`config.mk`:
```
export PLATFORM = sky130hd
export DESIGN_NAME = gpdr_top
export DESIGN_NICKNAME = d
export VERILOG_FILES = /design/src/design/gpdr_pkg.sv /design/src/design/gpdr_port_pins.sv /design/src/design/gpdr_top.sv
export VERILOG_INCLUDE_DIRS = /design/src /design/src/design
export SDC_FILE = /design/constraint.sdc
export NUM_CORES = 1
export LEC_CHECK = 0
export BUFFER_PORTS_ARGS = -buffer_cell sky130_fd_sc_hd__buf_2
export CAP_MARGIN = 15
export CORE_AREA = 3 3 160 162
export CTS_CLUSTER_SIZE = 25
export DETAILED_ROUTE_END_ITERATION = 10
export DIE_AREA = 0 0 163 165
export PLACE_DENSITY = 0.74
export SYNTH_ARGS = -nofsm -noshare
export SYNTH_HDL_FRONTEND = slang
export SYNTH_HIERARCHICAL = 1
export SYNTH_SLANG_ARGS = --single-unit
```
`constraint.sdc`:
```
create_clock -name clk -period 3.6 [get_ports clk]
set_input_delay 0.72 -clock clk [delete_from_list [all_inputs] [get_ports clk]]
set_output_delay 0.72 -clock clk [all_outputs]
set_load 0.05 [all_outputs]
```
`src/design/gpdr_map.svh`:
```
// register indices, field positions, reset values and timing counts of the port data block
// assumes a 3-bit word index on the register port and a 16-bit data path
//
// Behaviour
// - a write to a general-output pin's data bit drives that value at once
// - reading a general-output pin returns the stored bit, not the pin level
// - reading a general-input pin returns the sampled pin level
// - writing a general-input pin updates storage only; the pin stays released
// - pins owned by a peripheral read storage; writes never touch the pin
// - 8-pin port sits in bits 7..0 of one 16-bit register, upper byte reserved
// - 25-pin port: pins 24..16 in upper bits 8..0, pins 15..0 in lower 15..0
// - 21-pin port: upper bits 4..0 and lower bits 15..0 behave identically
// - reserved bits always read zero; software writes zero there
// - on watchdog reset, peripheral-output pins drive their data bit one clock
// - an external reset gives no one-cycle drive; only the watchdog reset does
`ifndef GPDR_MAP_SVH
`define GPDR_MAP_SVH

`define GPDR_IDX_C_UPPER   3'h0
`define GPDR_IDX_C_LOWER   3'h1
`define GPDR_IDX_D_WORD    3'h2
`define GPDR_IDX_E_UPPER   3'h3
`define GPDR_IDX_E_LOWER   3'h4

`define GPDR_C_PINS        21
`define GPDR_D_PINS        8
`define GPDR_E_PINS        25
`define GPDR_C_UPPER_BITS  5
`define GPDR_E_UPPER_BITS  9
`define GPDR_LOWER_BITS    16

`define GPDR_DATA_RST      16'h0000
`define GPDR_WORD_ZERO     16'h0000

`define GPDR_WDOG_DRIVE_CYCLES 1

`endif

```
`src/design/gpdr_pkg.sv`:
```
// types shared by the port data block
// assumes gpdr_map.svh supplies the widths
`include "gpdr_map.svh"
`default_nettype none

package gpdr_pkg;

    typedef struct packed {
        logic        wr;
        logic        rd;
        logic [2:0]  addr;
        logic [15:0] wdata;
    } gpdr_bus_req_t;

    typedef enum logic [2:0] {
        GPDR_ST_RESET      = 3'b001,
        GPDR_ST_WDOG_DRIVE = 3'b010,
        GPDR_ST_RUN        = 3'b100
    } gpdr_state_t;

endpackage

`default_nettype wire

```
`src/design/gpdr_port_pins.sv`:
```
// per-port pin drive, pin synchroniser and read-value select
// assumes direction and function selects come from logic on the same clock
`default_nettype none

module gpdr_port_pins #(
    parameter int W = 8
) (
    input  wire logic         clk,
    input  wire logic         rst_n,
    input  wire logic [W-1:0] dir,
    input  wire logic [W-1:0] func,
    input  wire logic [W-1:0] periph_o,
    input  wire logic [W-1:0] periph_oe_n,
    input  wire logic [W-1:0] data,
    input  wire logic [W-1:0] data_next,
    input  wire logic         wdog_drive,
    input  wire logic [W-1:0] pin_i,
    output logic      [W-1:0] pin_o,
    output logic      [W-1:0] pin_oe_n,
    output logic      [W-1:0] rd_val
);

    logic [W-1:0] sync1_reg;
    logic [W-1:0] sync2_reg;
    logic [W-1:0] pin_o_reg;
    logic [W-1:0] pin_oe_n_reg;
    logic [W-1:0] pin_o_next;
    logic [W-1:0] pin_oe_n_next;

    always_ff @(posedge clk)
    begin
        sync1_reg    <= pin_i;
        sync2_reg    <= sync1_reg;
        pin_o_reg    <= pin_o_next;
        pin_oe_n_reg <= pin_oe_n_next;
    end

    genvar i;
    generate
        for (i = 0; i < W; i++)
        begin : g_bit
            always_comb
            begin
                if (wdog_drive && func[i] && !periph_oe_n[i])
                begin
                    // old data bit, taken before reset clears storage
                    pin_o_next[i]    = data[i];
                    pin_oe_n_next[i] = 1'b0;
                end
                else if (!rst_n)
                begin
                    pin_o_next[i]    = 1'b0;
                    pin_oe_n_next[i] = 1'b1;
                end
                else if (func[i])
                begin
                    pin_o_next[i]    = periph_o[i];
                    pin_oe_n_next[i] = periph_oe_n[i];
                end
                else if (dir[i])
                begin
                    // next value, so the pin changes on the write edge itself
                    pin_o_next[i]    = data_next[i];
                    pin_oe_n_next[i] = 1'b0;
                end
                else
                begin
                    pin_o_next[i]    = 1'b0;
                    pin_oe_n_next[i] = 1'b1;
                end
            end

            always_comb
            begin
                rd_val[i] = (dir[i] || func[i]) ? data[i] : sync2_reg[i];
            end
        end
    endgenerate

    assign pin_o    = pin_o_reg;
    assign pin_oe_n = pin_oe_n_reg;

endmodule

`default_nettype wire

```
`src/design/gpdr_top.sv`:
```
// data registers of three general-purpose ports with their pin logic
// assumes one 100 MHz clock, a synchronous reset and a watchdog cause flag
// held valid while rst_n is low; selects come from the pin-function block
`include "gpdr_map.svh"
`default_nettype none

module gpdr_top (
    input  wire logic                               clk,
    input  wire logic                               rst_n,
    input  wire logic                               wdog_reset_cause,
    input  wire gpdr_pkg::gpdr_bus_req_t            bus_req,
    output logic      [15:0]                        rdata,
    input  wire logic [`GPDR_C_PINS-1:0]            c_dir,
    input  wire logic [`GPDR_C_PINS-1:0]            c_func,
    input  wire logic [`GPDR_C_PINS-1:0]            c_periph_o,
    input  wire logic [`GPDR_C_PINS-1:0]            c_periph_oe_n,
    input  wire logic [`GPDR_C_PINS-1:0]            c_pin_i,
    output logic      [`GPDR_C_PINS-1:0]            c_pin_o,
    output logic      [`GPDR_C_PINS-1:0]            c_pin_oe_n,
    input  wire logic [`GPDR_D_PINS-1:0]            d_dir,
    input  wire logic [`GPDR_D_PINS-1:0]            d_func,
    input  wire logic [`GPDR_D_PINS-1:0]            d_periph_o,
    input  wire logic [`GPDR_D_PINS-1:0]            d_periph_oe_n,
    input  wire logic [`GPDR_D_PINS-1:0]            d_pin_i,
    output logic      [`GPDR_D_PINS-1:0]            d_pin_o,
    output logic      [`GPDR_D_PINS-1:0]            d_pin_oe_n,
    input  wire logic [`GPDR_E_PINS-1:0]            e_dir,
    input  wire logic [`GPDR_E_PINS-1:0]            e_func,
    input  wire logic [`GPDR_E_PINS-1:0]            e_periph_o,
    input  wire logic [`GPDR_E_PINS-1:0]            e_periph_oe_n,
    input  wire logic [`GPDR_E_PINS-1:0]            e_pin_i,
    output logic      [`GPDR_E_PINS-1:0]            e_pin_o,
    output logic      [`GPDR_E_PINS-1:0]            e_pin_oe_n
);

    logic [`GPDR_C_PINS-1:0]  c_data_reg;
    logic [`GPDR_C_PINS-1:0]  c_data_next;
    logic [`GPDR_D_PINS-1:0]  d_data_reg;
    logic [`GPDR_D_PINS-1:0]  d_data_next;
    logic [`GPDR_E_PINS-1:0]  e_data_reg;
    logic [`GPDR_E_PINS-1:0]  e_data_next;
    logic [15:0]              rdata_reg;
    logic [15:0]              rdata_next;
    logic [15:0]              rd_mux;
    logic [`GPDR_C_PINS-1:0]  c_rd_val;
    logic [`GPDR_D_PINS-1:0]  d_rd_val;
    logic [`GPDR_E_PINS-1:0]  e_rd_val;
    gpdr_pkg::gpdr_state_t    state_reg;
    gpdr_pkg::gpdr_state_t    state_next;
    logic                     wdog_drive;

    // reset tracker: the first reset edge of a watchdog reset opens the drive window
    always_comb
    begin
        case (state_reg)
            gpdr_pkg::GPDR_ST_RUN:
            begin
                if (!rst_n)
                    state_next = wdog_reset_cause ? gpdr_pkg::GPDR_ST_WDOG_DRIVE
                                                  : gpdr_pkg::GPDR_ST_RESET;
                else
                    state_next = gpdr_pkg::GPDR_ST_RUN;
            end
            gpdr_pkg::GPDR_ST_WDOG_DRIVE:
            begin
                state_next = rst_n ? gpdr_pkg::GPDR_ST_RUN : gpdr_pkg::GPDR_ST_RESET;
            end
            gpdr_pkg::GPDR_ST_RESET:
            begin
                state_next = rst_n ? gpdr_pkg::GPDR_ST_RUN : gpdr_pkg::GPDR_ST_RESET;
            end
            default:
            begin
                state_next = gpdr_pkg::GPDR_ST_RESET;
            end
        endcase
    end

    // the drive lasts exactly one clock: only the run-to-drive transition raises it
    assign wdog_drive = (state_reg == gpdr_pkg::GPDR_ST_RUN) && !rst_n
                        && wdog_reset_cause;

    always_ff @(posedge clk)
    begin
        state_reg <= state_next;
    end

    // storage: writes land whatever the pin role, reserved bits are dropped
    always_comb
    begin
        c_data_next = c_data_reg;
        d_data_next = d_data_reg;
        e_data_next = e_data_reg;
        if (!rst_n)
        begin
            c_data_next = `GPDR_C_PINS'(`GPDR_DATA_RST);
            d_data_next = `GPDR_D_PINS'(`GPDR_DATA_RST);
            e_data_next = `GPDR_E_PINS'(`GPDR_DATA_RST);
        end
        else if (bus_req.wr)
        begin
            case (bus_req.addr)
                `GPDR_IDX_C_UPPER:
                    c_data_next[`GPDR_C_PINS-1:`GPDR_LOWER_BITS] =
                        bus_req.wdata[`GPDR_C_UPPER_BITS-1:0];
                `GPDR_IDX_C_LOWER:
                    c_data_next[`GPDR_LOWER_BITS-1:0] = bus_req.wdata;
                `GPDR_IDX_D_WORD:
                    d_data_next = bus_req.wdata[`GPDR_D_PINS-1:0];
                `GPDR_IDX_E_UPPER:
                    e_data_next[`GPDR_E_PINS-1:`GPDR_LOWER_BITS] =
                        bus_req.wdata[`GPDR_E_UPPER_BITS-1:0];
                `GPDR_IDX_E_LOWER:
                    e_data_next[`GPDR_LOWER_BITS-1:0] = bus_req.wdata;
                default:
                begin
                end
            endcase
        end
    end

    always_ff @(posedge clk)
    begin
        c_data_reg <= c_data_next;
        d_data_reg <= d_data_next;
        e_data_reg <= e_data_next;
    end

    // read path: each bit picks pin or storage in the pin block
    always_comb
    begin
        case (bus_req.addr)
            `GPDR_IDX_C_UPPER:
                rd_mux = {11'h000, c_rd_val[`GPDR_C_PINS-1:`GPDR_LOWER_BITS]};
            `GPDR_IDX_C_LOWER:
                rd_mux = c_rd_val[`GPDR_LOWER_BITS-1:0];
            `GPDR_IDX_D_WORD:
                rd_mux = {8'h00, d_rd_val};
            `GPDR_IDX_E_UPPER:
                rd_mux = {7'h00, e_rd_val[`GPDR_E_PINS-1:`GPDR_LOWER_BITS]};
            `GPDR_IDX_E_LOWER:
                rd_mux = e_rd_val[`GPDR_LOWER_BITS-1:0];
            default:
                rd_mux = `GPDR_WORD_ZERO;
        endcase
        if (!rst_n || !bus_req.rd)
            rdata_next = `GPDR_WORD_ZERO;
        else
            rdata_next = rd_mux;
    end

    always_ff @(posedge clk)
    begin
        rdata_reg <= rdata_next;
    end

    assign rdata = rdata_reg;

    gpdr_port_pins #(
        .W (`GPDR_C_PINS)
    ) u_port_c (
        .clk         (clk),
        .rst_n       (rst_n),
        .dir         (c_dir),
        .func        (c_func),
        .periph_o    (c_periph_o),
        .periph_oe_n (c_periph_oe_n),
        .data        (c_data_reg),
        .data_next   (c_data_next),
        .wdog_drive  (wdog_drive),
        .pin_i       (c_pin_i),
        .pin_o       (c_pin_o),
        .pin_oe_n    (c_pin_oe_n),
        .rd_val      (c_rd_val)
    );

    gpdr_port_pins #(
        .W (`GPDR_D_PINS)
    ) u_port_d (
        .clk         (clk),
        .rst_n       (rst_n),
        .dir         (d_dir),
        .func        (d_func),
        .periph_o    (d_periph_o),
        .periph_oe_n (d_periph_oe_n),
        .data        (d_data_reg),
        .data_next   (d_data_next),
        .wdog_drive  (wdog_drive),
        .pin_i       (d_pin_i),
        .pin_o       (d_pin_o),
        .pin_oe_n    (d_pin_oe_n),
        .rd_val      (d_rd_val)
    );

    gpdr_port_pins #(
        .W (`GPDR_E_PINS)
    ) u_port_e (
        .clk         (clk),
        .rst_n       (rst_n),
        .dir         (e_dir),
        .func        (e_func),
        .periph_o    (e_periph_o),
        .periph_oe_n (e_periph_oe_n),
        .data        (e_data_reg),
        .data_next   (e_data_next),
        .wdog_drive  (wdog_drive),
        .pin_i       (e_pin_i),
        .pin_o       (e_pin_o),
        .pin_oe_n    (e_pin_oe_n),
        .rd_val      (e_rd_val)
    );

    property p_out_write_drives;
        @(posedge clk) disable iff (!rst_n)
        bus_req.wr && bus_req.addr == `GPDR_IDX_D_WORD && d_dir[0] && !d_func[0]
        |=> !d_pin_oe_n[0] && d_pin_o[0] == $past(bus_req.wdata[0]);
    endproperty
    a_out_write_drives: assert property (p_out_write_drives)
        else $error("output pin did not follow written data");

    property p_out_read_data;
        @(posedge clk) disable iff (!rst_n)
        bus_req.rd && bus_req.addr == `GPDR_IDX_D_WORD && d_dir[3] && !d_func[3]
        |=> rdata[3] == $past(d_data_reg[3]);
    endproperty
    a_out_read_data: assert property (p_out_read_data)
        else $error("output pin read did not return stored bit");

    property p_in_read_pin;
        @(posedge clk) disable iff (!rst_n)
        bus_req.rd && bus_req.addr == `GPDR_IDX_E_LOWER && !e_dir[5] && !e_func[5]
        |=> rdata[5] == $past(e_pin_i[5], 3);
    endproperty
    a_in_read_pin: assert property (p_in_read_pin)
        else $error("input pin read did not return sampled level");

    property p_in_released;
        @(posedge clk) disable iff (!rst_n)
        !c_dir[9] && !c_func[9] |=> c_pin_oe_n[9];
    endproperty
    a_in_released: assert property (p_in_released)
        else $error("input pin was driven");

    property p_func_follows;
        @(posedge clk) disable iff (!rst_n)
        rst_n && d_func[7] |=> d_pin_o[7] == $past(d_periph_o[7])
                               && d_pin_oe_n[7] == $past(d_periph_oe_n[7]);
    endproperty
    a_func_follows: assert property (p_func_follows)
        else $error("peripheral pin not under peripheral control");

    property p_d_reserved;
        @(posedge clk) disable iff (!rst_n)
        bus_req.rd && bus_req.addr == `GPDR_IDX_D_WORD |=> rdata[15:8] == 8'h00;
    endproperty
    a_d_reserved: assert property (p_d_reserved)
        else $error("reserved byte of 8-pin port not zero");

    property p_e_upper_map;
        @(posedge clk) disable iff (!rst_n)
        bus_req.rd && bus_req.addr == `GPDR_IDX_E_UPPER && e_dir[24] && !e_func[24]
        |=> rdata[8] == $past(e_data_reg[24]) && rdata[15:9] == 7'h00;
    endproperty
    a_e_upper_map: assert property (p_e_upper_map)
        else $error("upper 25-pin register mapping wrong");

    property p_c_upper_write;
        @(posedge clk) disable iff (!rst_n)
        bus_req.wr && bus_req.addr == `GPDR_IDX_C_UPPER
        |=> c_data_reg[20:16] == $past(bus_req.wdata[4:0])
            && c_data_reg[15:0] == $past(c_data_reg[15:0]);
    endproperty
    a_c_upper_write: assert property (p_c_upper_write)
        else $error("upper 21-pin register write wrong");

    property p_c_upper_reserved;
        @(posedge clk) disable iff (!rst_n)
        bus_req.rd && bus_req.addr == `GPDR_IDX_C_UPPER |=> rdata[15:5] == 11'h000;
    endproperty
    a_c_upper_reserved: assert property (p_c_upper_reserved)
        else $error("reserved bits of 21-pin upper register not zero");

    property p_wdog_drive;
        @(posedge clk) disable iff (1'b0)
        state_reg == gpdr_pkg::GPDR_ST_RUN && !rst_n && wdog_reset_cause
        && d_func[2] && !d_periph_oe_n[2]
        |=> !d_pin_oe_n[2] && d_pin_o[2] == $past(d_data_reg[2])
            && state_reg == gpdr_pkg::GPDR_ST_WDOG_DRIVE
            ##1 state_reg != gpdr_pkg::GPDR_ST_WDOG_DRIVE;
    endproperty
    a_wdog_drive: assert property (p_wdog_drive)
        else $error("watchdog reset drive missing or longer than one clock");

    property p_ext_no_drive;
        @(posedge clk) disable iff (1'b0)
        !rst_n && !wdog_reset_cause
        |=> (&c_pin_oe_n) && (&d_pin_oe_n) && (&e_pin_oe_n);
    endproperty
    a_ext_no_drive: assert property (p_ext_no_drive)
        else $error("pin driven during external reset");

    property p_reset_clears;
        @(posedge clk) disable iff (1'b0)
        !rst_n |=> c_data_reg == 21'h000000 && d_data_reg == 8'h00
                   && e_data_reg == 25'h0000000 && rdata == 16'h0000;
    endproperty
    a_reset_clears: assert property (p_reset_clears)
        else $error("data not cleared by reset");

endmodule

`default_nettype wire

```
# --- Word-level counts from Yosys, hierarchy flattened ---
# Cells that the tools add are included.
word_totals:
  output_inout_bits: 124
  ramBits: 0
  inputBits: 294
  mem_bits_ro: 0
  memories: 0
  latch_bits: 0
  wordCells: 746
  register_bits: 289
classes:
  reduce_logical: 223
  n_lt_le_gt_ge: 0
  bitwise_logic: 0
  n_mul: 0
  eq_ne: 7
  div: 0
  add_sub_neg: 0
  shift: 0
  n_mux: 448
op_table:
  columns: ["operator", "count"]
  rows:
  - ["$mux W1", 432]
  - ["$logic_and A1 B1 Y1", 110]
  - ["$pmux W16 S5", 1]
  - ["$logic_not A1 Y1", 56]
  - ["$logic_or A1 B1 Y1", 55]
  - ["$mux W25", 2]
  - ["$mux W21", 2]
  - ["$mux W16", 2]
  - ["$mux W8", 3]
  - ["$eq A3 B2 Y1 const B", 3]
  - ["$mux W9", 1]
  - ["$eq A3 B1 Y1 const B", 2]
  - ["$eq A3 B3 Y1 const B", 2]
  - ["$mux W3", 2]
  - ["$pmux W3 S2", 1]
  - ["$mux W5", 1]
  - ["$logic_not A3 Y1", 1]
  - ["$mux W2", 1]
  - ["$reduce_or A2 Y1", 1]

# --- Logic depth before layout (Yosys ltp) ---
logic_depth:
  word_depth: 8
  depth_mapped: 7
  ltp_nobuf: 5

# --- By module ---
# Netlist, hierarchy kept.
modules_own_cells:
  columns: ["mod", "n_inst", "cells_each", "seq_area_each_um2", "area_per_inst_um2"]
  rows:
  - ["gpdr_port_pins (u_port_e)", 1, 362, 2001.9, 3659.8]
  - ["gpdr_port_pins (u_port_c)", 1, 304, 1681.6, 3050.4]
  - ["gpdr_top", 1, 349, 1461.4, 3004.1]
  - ["gpdr_port_pins (u_port_d)", 1, 115, 640.6, 1178.6]

# --- Least setup slack after synthesis ---
# OpenSTA, ideal clock, no wires.
synth_path:
  path_type: "input port to flip-flop"
  startpoint: "input wdog_reset_cause"
  endpoint: "register u_port_e.pin_o_reg[10] (netlist: u_port_e/pin_o[10])"
  setup_time_ps: 119
  arrival_ps: 2097
  path_slack_ps: 1384
  t_required_ps: 3481
  stages: 7
  path_buffers: 2
  path_cell_list: "nand3b_1 nor3_1 buf_6 buf_4 nand2_1 o21ai_0 o2bb2ai_1"
synth_between:
  elab_chain_len: 4
synth_lines:
  columns: ["element", "line_no", "rtl"]
  rows:
  - ["start: declaration", "gpdr_top.sv:10", "input wire logic wdog_reset_cause,"]
  - ["$logic_and A1 B1 Y1", "gpdr_top.sv:81", "&& wdog_reset_cause;"]
  - ["via wdog_drive", "gpdr_top.sv:50", "logic wdog_drive;"]
  - ["$logic_and A1 B1 Y1 (2 in series)", "gpdr_port_pins.sv:44", "if (wdog_drive && func[i] && !periph_oe_n[i])"]
  - ["$mux W1", "gpdr_port_pins.sv:44", null]
  - ["via u_port_e.pin_o_next[10]", "gpdr_port_pins.sv:27", "logic [W-1:0] pin_o_next;"]
  - ["end signal: assignment", "gpdr_port_pins.sv:34", "pin_o_reg <= pin_o_next;"]
  - ["end: declaration", "gpdr_port_pins.sv:25", "logic [W-1:0] pin_o_reg;"]
# The timed path passes the listed nets, and every way through them passes these cells.
# A chain may end at the register's enable or synchronous reset.

# --- Final worst setup path ---
layout_path:
  startpoint: "input bus_req[18] (netlist name)"
  endpoint: "register u_port_e.pin_o_reg[1] (netlist: u_port_e/pin_o[1])"
layout_between:
  elab_chain_len: 8
layout_lines:
  columns: ["element", "line_no", "rtl"]
  rows:
  - ["start: declaration", "gpdr_top.sv:11", "input wire gpdr_pkg::gpdr_bus_req_t bus_req,"]
  - ["$eq A3 B3 Y1", "gpdr_top.sv:102", "case (bus_req.addr)"]
  - ["$mux W16", "gpdr_top.sv:102", null]
  - ["$mux W25", "gpdr_top.sv:100", "else if (bus_req.wr)"]
  - ["$mux W25", "gpdr_top.sv:94", "if (!rst_n)"]
  - ["via e_data_next[1]", "gpdr_top.sv:41", "logic [`GPDR_E_PINS-1:0] e_data_next;"]
  - ["$mux W1", "gpdr_port_pins.sv:60", "else if (dir[i])"]
  - ["$mux W1", "gpdr_port_pins.sv:55", "else if (func[i])"]
  - ["$mux W1", "gpdr_port_pins.sv:50", "else if (!rst_n)"]
  - ["$mux W1", "gpdr_port_pins.sv:44", null]
  - ["via u_port_e.pin_o_next[1]", "gpdr_port_pins.sv:27", null]
# The timed path passes the listed nets, and every way through them passes these cells.

==> metrics <==
worst-margin pin slew 0.903 ns; Vias 10,194; total length of routed met3 wires 3230 µm; Layout Skew 0.0157 ns; crit path kind primary input to flip-flop; Detail Placement HPWL 28,400 µm; max frequency 0.443 GHz; worst vdd ir 0.432 mV; max-cap violations 0; GRT Util Overall 26.4%; synthesized area 0.0109 mm²; clock latency reported for the late side of the worst-skew pair 0.55 ns; Seq/Total Area, Yosys 53.1%; CP Max Fanout 33; Tmin final 2.26 ns; core area 0.0242 mm²; Critical Path RT 4.03 ns; R2R depth 7; Initial Utilization 44.9%; Detailed Route WL 38,100 µm; H-tree depth 1; uppermost layer routed met5; EDFF count, synth 0; fill cell count 2,110; ratio of cells with drive above 1 in the final layout 35.3%; Pins Over Slew Limit 0; GRT Residual Overflow 0; NumNets Final 1,833; wire per inst 20.1 µm; metal2 WL 18,500 µm; asr flop ratio synth 0%; met1 wire length 14,300 µm; syn_area_per_cell 9.64 µm²; status completed; CTS Buffer Depth 3; first-pass GRT wire length 54,600 µm; post-synth cell types 42; multi-input logic area 0.00478 mm²; largest net degree at the start of global routing 65; worst hold path depth 1; reg-to-reg startpoint state_reg[2]; Routed Antenna Nets 0; final worst-path cycle share 62.7%; buffer count from post-CTS setup fixing 0; cells after synthesis 1,130; root buffer cell clkbuf_16; Worst Hold Class primary input to flip-flop; Die X-Extent 163 µm; # DRC 0; io pins 418; Reg area 0.00579 mm²; DIE AREA 0.0269 mm²; CTS tree built; Reg clk slew, reported paths 0.06 ns; unrepaired setup endpoints after global routing false; TritonRoute pass-1 iters 7; initial drt markers 806; routed via count divided by cell count 5.39; CTS sink count 289; Hold Crit Start e_pin_i[17]; hold buffer count at cts 0; synth-to-layout area growth 31.0%; quantity of gates resized following cts 0; P per Cell Area 552 mW/mm²; Crit path arrival time 2.69 ns; Final setup viols 0; Slew HR 39.5%; GP Congestion 0.850; crit start category primary input; vias in the first global route 10,067; Synth Flop Type dfxtp_1; leak pwr 0.00605 µW; most frequent cells in the layout buf_2 (416), dfxtp_1 (289), nor2_1 (184), nand2_1 (138), a22oi_1 (111); Setup TNS 0 ns; syn nets 1,424; Setup crit end kind flip-flop; initial antenna violation count 7; num rows 57; endpoints failing hold 0; die height 165 µm; #FFs+latches synth 289; PortBufs 417; commonest non-fill, non-tap cell in the layout buf_2; TritonCTS Buffers 30; fin util 58.9%; Worst Setup SP bus_req[18]; Yosys warnings 6
## power by group
part	total (µW)	internal (µW)	leakage, µW	switching [µW]
Clock	3410	2100	0.000532	1320
Combinational	1050	348	0.00312	700
Sequential	3420	3360	0.00240	58.5
## synth_stat cells (4+ instances only)
cell / n / area (µm²)
buf_4: 6 / 45.0
nand2_1: 138 / 518
inv_1: 6 / 22.5
a21oi_1: 50 / 250
o21ai_0: 28 / 140
buf_6: 10 / 113
mux2i_1: 18 / 180
a21o_1: 4 / 30.0
o21a_1: 5 / 37.5
nand3b_1: 19 / 143
a22oi_2: 4 / 50.1
mux2_2: 54 / 608
clkbuf_1: 11 / 41.3
clkbuf_2: 5 / 25.0
dfxtp_1: 289 / 5790
buf_2: 16 / 80.1
o32ai_1: 5 / 43.8
o2bb2ai_1: 52 / 455
nor2_1: 184 / 691
o21ai_1: 29 / 145
nor2b_1: 57 / 357
a22oi_1: 111 / 833
## area by class of cell
type                       instances  share of cell area (%)
sequential                       289                    40.5
timing repair buffer             426                    15.2
tap                              324                    2.84
clock inverter                    21                    2.09
inverter                           6                   0.158
antenna                            3                  0.0526
clock buffer                      35                    5.61
multi-input combinational        786                    33.5
## cells by family after synthesis
group / Yosys count / synth area share [%]
AO/OA/AOI/OAI: 297 / 19.1
multiplexers: 72 / 7.24
XOR/XNOR: 2 / 0.161
AND/OR/NAND/NOR: 415 / 17.4
flip-flops: 289 / 53.1
buffers and inverters: 55 / 3.03
## critical path: stages
cell and delay [ns]:
buf_2 0.43, nand4bb_1 0.82, nand2_1 0.28, a21oi_1 0.12
a22oi_1 0.23, o2bb2ai_1 0.08
## per-stage QoR
step / worst slack, ns / power (µW) / hold WS (ns) / instance area, µm² / std cells
after global routing: 1.15 / 8140 / 0.241 / 14300 / 1889
final: 1.34 / 7880 / 0.265 / 14300 / 1890
after global placement: 0.849 / 4510 / 0.310 / 13200 / 1831
after CTS: 1.36 / 7930 / 0.241 / 14300 / 1887
after detailed placement: 0.792 / 4530 / 0.312 / 13200 / 1831
after floorplan: 1.38 / 4100 / 0.310 / 10900 / 1130
## per-layer routing
| metal | track usage, % | up-vias |
|---|---|---|
| li1 | - | 4819 |
| met1 | 29.9 | 4760 |
| met2 | 46.2 | 493 |
| met3 | 6.67 | 112 |
| met4 | 13.4 | 10 |
| met5 | 0 | - |
## final timing paths
check | end | slack [ns]
worst max-delay path | u_port_e/pin_o[1] | 1.34
worst min-delay path | u_port_e/sync1_reg[17] | 0.27
worst max register to register | u_port_e/pin_o[11] | 1.47
worst min register to register | u_port_e/sync2_reg[15] | 0.32
(Power assumes the default switching activity.)
